[src/pkg/vmc_pkg.sv]
// package for the virtualization mode control block
// assumes one core clock domain; instructions arrive pre-decoded
`default_nettype none
package vmc_pkg;
  // instruction opcodes as delivered by the core decoder
  typedef enum logic [3:0] {
    VMC_OP_NONE,
    VMC_OP_ENTER,
    VMC_OP_LEAVE,
    VMC_OP_FIRST_ENTRY,
    VMC_OP_REPEAT_ENTRY,
    VMC_OP_CALL_MONITOR,
    VMC_OP_LOAD_PTR,
    VMC_OP_STORE_PTR,
    VMC_OP_READ_FIELD,
    VMC_OP_WRITE_FIELD,
    VMC_OP_FLUSH,
    VMC_OP_FEATURE_QUERY
  } vmc_op_t;
  // operating modes of the logical processor
  typedef enum logic [1:0] {
    VMC_MODE_OFF,
    VMC_MODE_HOST,
    VMC_MODE_GUEST
  } vmc_mode_t;
  // widths and field positions
  localparam int VMC_PTR_W = 64;
  localparam int VMC_CR4_W = 32;
  localparam int VMC_CR4_VIRT_EN_BIT = 13;
  localparam int VMC_FEAT_BIT = 5;
  localparam int VMC_FEAT_LEAF = 1;
  localparam int VMC_CAP_W = 64;
  localparam int VMC_CAP_N = 4;
  // reset values
  localparam logic [63:0] VMC_PTR_RST = 64'hffff_ffff_ffff_ffff;
  localparam logic [63:0] VMC_CAP_DFLT = 64'h0000_0000_0000_0000;
endpackage
`default_nettype wire

[src/hw/vmc_cap_regs.sv]
// read-only capability register bank, one entry per index
// assumes the index comes from the same clock domain
`default_nettype none
module vmc_cap_regs #(
  parameter logic [63:0] CAP_VAL0 = vmc_pkg::VMC_CAP_DFLT,
  parameter logic [63:0] CAP_VAL1 = vmc_pkg::VMC_CAP_DFLT,
  parameter logic [63:0] CAP_VAL2 = vmc_pkg::VMC_CAP_DFLT,
  parameter logic [63:0] CAP_VAL3 = vmc_pkg::VMC_CAP_DFLT
) (
  // index in
  input wire logic [1:0] cap_idx,
  // value out
  output logic [63:0] cap_val
);
  // constant table, software can never write it
  logic [63:0] cap_tab [vmc_pkg::VMC_CAP_N];
  assign cap_tab[0] = CAP_VAL0;
  assign cap_tab[1] = CAP_VAL1;
  assign cap_tab[2] = CAP_VAL2;
  assign cap_tab[3] = CAP_VAL3;
  assign cap_val = cap_tab[cap_idx];
endmodule
`default_nettype wire

[src/hw/vmc_mode_ctrl.sv]
// virtualization mode control: mode tracking, transitions, pointer
// assumes a decoder issuing one-cycle instruction strobes on clock
`default_nettype none
module vmc_mode_ctrl (
  // clock and reset
  input wire logic clock,
  input wire logic rstn,
  // instruction strobe and operands
  input wire logic instr_valid,
  input wire vmc_pkg::vmc_op_t instr_op,
  input wire logic [63:0] instr_operand,
  input wire logic [31:0] query_leaf,
  input wire logic [1:0] cap_idx,
  // core state
  input wire logic [31:0] cr4_value,
  input wire logic [1:0] current_privilege,
  // guest exit events and hypervisor entry point
  input wire logic guest_event,
  input wire logic [63:0] exit_entry_point,
  // results
  output logic done_r,
  output logic fault_r,
  output logic [63:0] result_r,
  output logic in_virt_r,
  output logic restrict_r,
  output logic guest_entry_r,
  output logic guest_exit_r,
  output logic redirect_r,
  output logic [63:0] redirect_pc_r,
  output logic ctl_access_r,
  output logic [63:0] ctl_addr_r
);
  // mode state; guest is never exposed as a readable bit
  vmc_pkg::vmc_mode_t mode_r, mode_nxt;
  // current control-structure pointer
  logic [63:0] ptr_r, ptr_nxt;
  // next values of the outputs
  logic done_nxt, fault_nxt, in_virt_nxt, restrict_nxt;
  logic guest_entry_nxt, guest_exit_nxt, redirect_nxt, ctl_access_nxt;
  logic [63:0] result_nxt, redirect_pc_nxt, ctl_addr_nxt;
  // capability bank output
  logic [63:0] cap_val;
  // an instruction issued in this cycle
  logic any_instr;
  assign any_instr = instr_valid && (instr_op != vmc_pkg::VMC_OP_NONE);

  // capability values are fixed by integration
  vmc_cap_regs u_cap (
    .cap_idx(cap_idx),
    .cap_val(cap_val)
  );

  // next-state computation for mode, pointer and outputs
  always_comb
  begin
    mode_nxt = mode_r;
    ptr_nxt = ptr_r;
    done_nxt = 1'b0;
    fault_nxt = 1'b0;
    result_nxt = 64'h0;
    guest_entry_nxt = 1'b0;
    guest_exit_nxt = 1'b0;
    redirect_nxt = 1'b0;
    redirect_pc_nxt = redirect_pc_r;
    ctl_access_nxt = 1'b0;
    ctl_addr_nxt = ctl_addr_r;
    if (mode_r == vmc_pkg::VMC_MODE_GUEST)
    begin
      // guest mode: calls and events leave to hypervisor, whatever
      // the privilege level; any other instruction exits in the branch below
      if (guest_event || (any_instr &&
          instr_op == vmc_pkg::VMC_OP_CALL_MONITOR))
      begin
        mode_nxt = vmc_pkg::VMC_MODE_HOST;
        guest_exit_nxt = 1'b1;
        redirect_nxt = 1'b1;
        redirect_pc_nxt = exit_entry_point;
        ctl_access_nxt = 1'b1;
        ctl_addr_nxt = ptr_r;
        done_nxt = any_instr;
      end
      else if (any_instr)
      begin
        // other virtualization instructions also exit in guest mode
        mode_nxt = vmc_pkg::VMC_MODE_HOST;
        guest_exit_nxt = 1'b1;
        redirect_nxt = 1'b1;
        redirect_pc_nxt = exit_entry_point;
        ctl_access_nxt = 1'b1;
        ctl_addr_nxt = ptr_r;
        done_nxt = 1'b1;
      end
    end
    else if (any_instr)
    begin
      done_nxt = 1'b1;
      case (instr_op)
        vmc_pkg::VMC_OP_FEATURE_QUERY:
        begin
          // support bit only on the documented leaf
          if (query_leaf == 32'(vmc_pkg::VMC_FEAT_LEAF))
            result_nxt[vmc_pkg::VMC_FEAT_BIT] = 1'b1;
        end
        vmc_pkg::VMC_OP_ENTER:
        begin
          if (!cr4_value[vmc_pkg::VMC_CR4_VIRT_EN_BIT])
            fault_nxt = 1'b1;
          else if (mode_r == vmc_pkg::VMC_MODE_OFF)
            mode_nxt = vmc_pkg::VMC_MODE_HOST;
          else
            fault_nxt = 1'b1;
        end
        vmc_pkg::VMC_OP_LEAVE:
        begin
          if (mode_r == vmc_pkg::VMC_MODE_HOST)
            mode_nxt = vmc_pkg::VMC_MODE_OFF;
          else
            fault_nxt = 1'b1;
        end
        vmc_pkg::VMC_OP_FIRST_ENTRY, vmc_pkg::VMC_OP_REPEAT_ENTRY:
        begin
          if (mode_r == vmc_pkg::VMC_MODE_HOST)
          begin
            mode_nxt = vmc_pkg::VMC_MODE_GUEST;
            guest_entry_nxt = 1'b1;
            ctl_access_nxt = 1'b1;
            ctl_addr_nxt = ptr_r;
          end
          else
            fault_nxt = 1'b1;
        end
        vmc_pkg::VMC_OP_LOAD_PTR:
        begin
          if (mode_r == vmc_pkg::VMC_MODE_HOST)
            ptr_nxt = instr_operand;
          else
            fault_nxt = 1'b1;
        end
        vmc_pkg::VMC_OP_STORE_PTR:
        begin
          if (mode_r == vmc_pkg::VMC_MODE_HOST)
            result_nxt = ptr_r;
          else
            fault_nxt = 1'b1;
        end
        vmc_pkg::VMC_OP_READ_FIELD, vmc_pkg::VMC_OP_WRITE_FIELD,
        vmc_pkg::VMC_OP_FLUSH:
        begin
          // field access goes to the structure; host only
          if (mode_r == vmc_pkg::VMC_MODE_HOST)
          begin
            ctl_access_nxt = 1'b1;
            ctl_addr_nxt = (instr_op == vmc_pkg::VMC_OP_FLUSH) ?
                           instr_operand : ptr_r;
            if (instr_op == vmc_pkg::VMC_OP_READ_FIELD)
              result_nxt = cap_val; // capability readback
          end
          else
            fault_nxt = 1'b1;
        end
        default:
        begin
          // calls outside guest mode are not available
          fault_nxt = 1'b1;
        end
      endcase
    end
    // derived mode outputs; guest status is only a restrict control
    in_virt_nxt = (mode_nxt != vmc_pkg::VMC_MODE_OFF);
    restrict_nxt = (mode_nxt == vmc_pkg::VMC_MODE_GUEST);
  end

  // register stage; all outputs come straight from flops
  always_ff @(posedge clock or negedge rstn)
  begin
    if (!rstn)
    begin
      mode_r <= vmc_pkg::VMC_MODE_OFF;
      ptr_r <= vmc_pkg::VMC_PTR_RST;
      done_r <= 1'b0;
      fault_r <= 1'b0;
      result_r <= 64'h0;
      in_virt_r <= 1'b0;
      restrict_r <= 1'b0;
      guest_entry_r <= 1'b0;
      guest_exit_r <= 1'b0;
      redirect_r <= 1'b0;
      redirect_pc_r <= 64'h0;
      ctl_access_r <= 1'b0;
      ctl_addr_r <= 64'h0;
    end
    else
    begin
      mode_r <= mode_nxt;
      ptr_r <= ptr_nxt;
      done_r <= done_nxt;
      fault_r <= fault_nxt;
      result_r <= result_nxt;
      in_virt_r <= in_virt_nxt;
      restrict_r <= restrict_nxt;
      guest_entry_r <= guest_entry_nxt;
      guest_exit_r <= guest_exit_nxt;
      redirect_r <= redirect_nxt;
      redirect_pc_r <= redirect_pc_nxt;
      ctl_access_r <= ctl_access_nxt;
      ctl_addr_r <= ctl_addr_nxt;
    end
  end
endmodule
`default_nettype wire

[config.mk]
export PLATFORM = sky130hd
export DESIGN_NAME = vmc_mode_ctrl
export DESIGN_NICKNAME = d
export VERILOG_FILES = /design/src/pkg/vmc_pkg.sv /design/src/hw/vmc_cap_regs.sv /design/src/hw/vmc_mode_ctrl.sv
export SDC_FILE = /design/constraint.sdc
export NUM_CORES = 1
export LEC_CHECK = 0
export BUFFER_PORTS_ARGS = -buffer_cell sky130_fd_sc_hd__buf_2
export CAP_MARGIN = 20
export CORE_UTILIZATION = 43
export CTS_BUF_LIST = sky130_fd_sc_hd__clkbuf_4
export DETAILED_ROUTE_END_ITERATION = 7
export PLACE_DENSITY = 0.69
export SYNTH_ARGS = -nofsm -noshare
export SYNTH_HDL_FRONTEND = slang
export SYNTH_SLANG_ARGS = --single-unit
[constraint.sdc]
create_clock -name clock -period 2.6 [get_ports clock]
set_input_delay 0.13 -clock clock [delete_from_list [all_inputs] [get_ports clock]]
set_output_delay 0.13 -clock clock [all_outputs]
set_load 0.02 [all_outputs]
* Word level (Yosys, flattened, before mapping)
Cells that the tools add are included.
Storage, ports and cells: input bits 204, bits in latches 0, ROM bits 0, bits in writable memories 0, memories 0, register bits 265, output and inout port bits 200
Operators by class: equal/unequal tests 17, $mul 0, $add $sub $neg 0, bitwise gates (word level) 2, reductions and logical operators 16, $lt $le $gt $ge 1, muxes and demuxes 49, divide/modulo/power cells 0, shift operators 0
Operators with widths (number):
- 64-bit 2-to-1 mux | 16
- 64-bit binary-select mux with 2-bit select | 1
- 64-bit one-hot mux with 2 select lines | 1
- 58-bit one-hot mux with 2 select lines | 1
- 32-bit by 1-bit equality test with 1-bit output, second input constant | 1
- 1-bit 2-to-1 mux | 18
- 4-bit by 3-bit equality test with 1-bit output, second input constant | 4
- 4-bit equality test, second input constant | 4
- 2-bit 2-to-1 mux | 8
- 5-bit one-hot mux with 2 select lines | 1
- 4-bit by 2-bit equality test with 1-bit output, second input constant | 2
- 8-bit OR reduction | 1
- 3-bit inequality test, second input constant | 2
- 1-bit one-hot mux with 3 select lines | 2
- 2-bit one-hot mux with 3 select lines | 1
- 2-bit nonzero test | 3
- 5-bit AND reduction | 1
- 5-bit OR reduction | 1
- 2-bit equality test, second input constant | 2
- 4-bit by 1-bit equality test with 1-bit output, second input constant | 1
- 4-bit AND reduction | 1
- 4-bit nonzero test | 1
- 3-bit >= comparator, second input constant | 1
- 2-bit NOT with 3-bit output | 1
- 9 further kinds | 10

* Longest topological paths before layout
depth in word-level cells 9, mapped depth 9, gate-level depth less buffers 7

* Cells and area by module
From an unflattened synthesis, not the netlist that was laid out.
Second synthesis, totals: cell total of the unflattened synthesis 844, area, all modules 11847.6 um^2
By module, submodules not included:
- vmc_mode_ctrl | cells each 779, sequential area each 6711.4 um^2, area an instance 11363.4 um^2, instances 1
- vmc_cap_regs | cells each 65, sequential area each 0.0 um^2, area an instance 484.2 um^2, instances 1

* Worst setup path after synthesis
Ideal clock, no wire load.
kind register to register, start point register mode_r[0], end point register ctl_addr_r[10], arrival time 2.299 ns, buffers on the path 2, path slack 0.173 ns, data required time 2.473 ns, stages on the path, launching flop included 8, period minus slack after synthesis 2.427 ns, cell sequence dfrtp_1 inv_1 ha_1 clkbuf_1 nor3_2 clkbuf_1 mux2_2 mux2_1
Between the ends: longest elaborated chain between the ends 3, elaborated cells on any way between the ends 8, those cells by class eq/ne (4); mux (1); reduce/logical (3)
Ends and longest elaborated chain:
- from (decl) | RTL line vmc_mode_ctrl.sv:34 | vmc_pkg::vmc_mode_t mode_r, mode_nxt;
- from (signal assigned) | RTL line vmc_mode_ctrl.sv:178 | mode_r <= vmc_pkg::VMC_MODE_OFF;
- from (signal assigned) | RTL line vmc_mode_ctrl.sv:194 | mode_r <= mode_nxt;
- 2-bit equality test or 2-bit by 1-bit equality test with 1-bit output (tied branches) | RTL line vmc_mode_ctrl.sv:67, vmc_mode_ctrl.sv:122, vmc_mode_ctrl.sv:150
- 3-bit inequality test (no line) (tied with other cells)
- 5-bit AND reduction (no line)
- to (signal assigned) | RTL line vmc_mode_ctrl.sv:206 | ctl_addr_r <= ctl_addr_nxt;
- to (decl) | RTL line vmc_mode_ctrl.sv:31 | output logic [63:0] ctl_addr_r
Several ways; a longest one is shown, not always the timed one. A chain may end at the register's enable or synchronous reset.

* Worst setup path in the final report
start point input port instr_op[3], end point register fault_r
Between the ends: longest elaborated chain between the ends 5, elaborated cells on any way between the ends 16, those cells by class eq/ne (10); mux (3); reduce/logical (3)
Ends and longest elaborated chain:
- from (decl) | RTL line vmc_mode_ctrl.sv:10 | input wire vmc_pkg::vmc_op_t instr_op,
- 4-bit equality test (tied with other cells) | RTL line vmc_mode_ctrl.sv:97 | case (instr_op)
- 8-bit OR reduction (no line)
- 1-bit one-hot mux with 3 select lines | RTL line vmc_mode_ctrl.sv:97
- 1-bit 2-to-1 mux * | RTL line vmc_mode_ctrl.sv:94 | else if (any_instr)
- 1-bit 2-to-1 mux * | RTL line vmc_mode_ctrl.sv:67 | if (mode_r == vmc_pkg::VMC_MODE_GUEST)
- named net fault_nxt | RTL line vmc_mode_ctrl.sv:38 | logic done_nxt, fault_nxt, in_virt_nxt, restrict_nxt;
- to (signal assigned) | RTL line vmc_mode_ctrl.sv:197 | fault_r <= fault_nxt;
- to (decl) | RTL line vmc_mode_ctrl.sv:22 | output logic fault_r,
The timed path passes the listed nets; every way through them passes the cells marked *.

==> run summary <==
Number of synthesized flops with an enable pin: 0
WS Path Type: in2reg
Inserted Clock Buffers: 72
Worst-margin pin slew: 536 ps
Area of the die: 25,600 µm²
Largest delay contributor family on the critical path: buffers and inverters
Layout fillers: 1,919
Final instance area: 15,500 µm²
Endpoints failing setup: 0
Top_reg_cell synth: dfrtp_1
Syn_nets: 911
Worst-path clk slew: 60 ps
CTS sink count: 265
Skew final: 31.3 ps
Placed cell area: 13,000 µm²
RSZ-0062 raised after global routing: false
DR vias/cell: 4.80
Post-synthesis cell type count: 38
CP Buf/Inv Count: 4
Maximum number of pins on one net before global-route repair: 101
Layout cells sized above 1: 58.0%
Final period util: 92.2%
CP endpoint kind: register
DR pass1 iterations: 4
Post-route ant nets: 0
Avg WL per Cell: 17.5 µm
Worst-path fanout max: 10
ANT cells: 0
Count of pins over their slew limit: 0
Max Root-Sink Buffers: 3
Post-CTS Resized: 0
Worst slew margin: 64.3%
Die height: 160 µm
VDD IR max: 445 µV
Seq/Total Area, Yosys: 62.6%
TritonCTS clock tree: done
Crit path launch type: input pin
Final HPWL DP: 17.6 mm
HP Class: in2reg
Status: finished, final reports clean
Final nets: 1,478
Post-CTS Setup Inserts: 0
Critical path, cell by cell: dlygate4sd3_1, buf_2, or4b_2, a21o_1, dlygate4sd3_1, a21oi_1, dlygate4sd3_1
RePlAce Congestion: 0.851
Die Wd: 160 µm
Post-synth ARST share: 100%
Vias in the first global route: 8,630
H-tree Lvls: 3
Synth area leader: dfrtp_1
Initial antenna violation count: 0
Gr ovfl total: 0
# port buffers: 368
Pwr dens: 769 nW/µm²
Mapped Avg Cell Area: 15.3 µm²
Crit-path max cell delay: 690 ps
Final TNS setup: 0 ps
Routed vias: 7,903
DRC: 0
Core region area: 24,400 µm²
Clock root cell: clkbuf_4
Hold-fix buffers at CTS: 146
Iteration-0 DRC count of the detailed router: 375
Hold Violations, Final: 0
Wirelength, routed: 28.8 mm
YS warnings: 0
Slowest CP cell: or4b_2
Initial Utilization: 44.0%
P&R area growth vs syn: 44.4%
Leakage power: 8.19 nW
Synth area leaders: dfrtp_1 (47%), mux2_2 (21%), dfstp_2 (16%)
I/O pins: 404
Fmax: 0.417 GHz
Syn Std Cell Area: 10,700 µm²
Post-synth top area share: 46.9%
Max-Cap Viols: 0
Min Tclk post-route: 2400 ps
CP dominant cell by count: dlygate4sd3_1
Global-route wire length before repair: 46.0 mm
Worst-skew pair later-pin latency: 660 ps
Arrival time at the worst endpoint: 2960 ps
Gate Count Post-Synth: 702
Site Rows: 57
GRT Util Overall: 22.9%
Data required, critical path: 3170 ps
Number of synthesized register bits: 265
[power breakdown]
| part | internal, W | switching [W] | leakage, nW | total, W |
|---|---|---|---|---|
| combinational | 0.00126 | 0.00160 | 4.23 | 0.00286 |
| clock | 0.00213 | 0.00169 | 0.571 | 0.00382 |
| sequential | 0.00485 | 0.000376 | 3.38 | 0.00522 |
| total | 0.00824 | 0.00367 | 8.19 | 0.0119 |
[layer usage]
metal | part of all wire [%] | track usage, % | wire length, µm | up-vias
met2 | 50 | 39.3 | 14500 | 298
met4 | 2.9 | 9.61 | 845 | 0
met1 | 40 | 26.9 | 11500 | 3913
li1 | - | - | - | 3633
met3 | 7.0 | 6.60 | 2010 | 59
met5 | 0 | 0 | 0 | -
[synth_stat cells (2+ instances only)]
cell and instances:
dfrtp_1 201, mux2_2 196, and2_1 64, dfstp_2 64
mux2_1 60, clkbuf_1 17, buf_2 13, a21oi_1 9
inv_1 9, nor4_1 8, nand2_1 7, buf_6 6
a21o_1 5, ha_1 5, nand2b_1 5, nand4_1 4
o21ai_0 3, a311o_1 2, nand3_1 2, nor2_1 2
or4_1 2, or4b_2 2
[state kept, by name (all words and copies together) (netlist names)]
signal	flops
ctl_access_r	1
ctl_addr_r	64
done_r	1
fault_r	1
guest_entry_r	1
in_virt_r	1
mode_r	2
ptr_r	64
redirect_pc_r	64
redirect_r	1
restrict_r	1
result_r	64
[cell families after synthesis]
kind of cell / share of synthesized area (%)
DFF: 62.6
muxes: 26.9
and+or+nand+nor: 6.03
buffers and inverters: 2.22
AOI/OAI and AO/OA: 1.72
adders and majority gates: 0.583
[final timing paths]
check                          startpoint        endpoint  slack (ps)  depth (start not counted)
setup / recovery              instr_op[3]         fault_r         200                          7
max in group asynchronous            rstn  ctl_addr_r[38]        1580                          4
setup reg to reg                mode_r[0]  ctl_addr_r[41]         280                          6
hold reg to reg            ctl_addr_r[61]  ctl_addr_r[61]         480                          1
min in group asynchronous            rstn       ptr_r[57]         110                          2
hold / removal                instr_op[0]   guest_entry_r          90                          4
[area by class of cell]
class	count	area (µm²)	area share (%)
sequential	265	6710	43.3
clock inverter	19	130	0.840
tap	324	405	2.62
inverter	9	33.8	0.218
multi-input combinational	391	3800	24.5
timing repair buffer	530	3580	23.1
clock buffer	110	826	5.33
[worst reg2reg max path, delay by kind of cell, from the launching register on]
family	cells	cell delay (ps)
muxes	2	700
buffers and inverters	2	380
DFF	1	420
and+or+nand+nor	1	340
adders and majority gates	1	340
[stage by stage]
stage	power, W	setup WS, ps	cells	utilization [%]	hold slack (ps)
final	0.0119	202	1648	63.5	85.4
after global routing	0.0125	142	1648	63.5	62.1
after CTS	0.0120	244	1647	63.4	22.6
after detailed placement	0.00791	282	1372	53.5	19.6
after global placement	0.00783	305	1372	53.5	18.7
after floorplan	0.00679	173	702	-	-166
[layout by cell type, fill, tap and decap left out, types with 9 or more instances in the layout]
cell type / n
buf_2: 367
mux2_2: 196
buf_12: 10
mux2_1: 60
and2_1: 64
dlygate4sd3_1: 146
dfstp_2: 64
a21oi_1: 9
inv_1: 9
clkbuf_4: 110
dfrtp_1: 201
clkinv_1: 13
(Power assumes the default switching activity.)
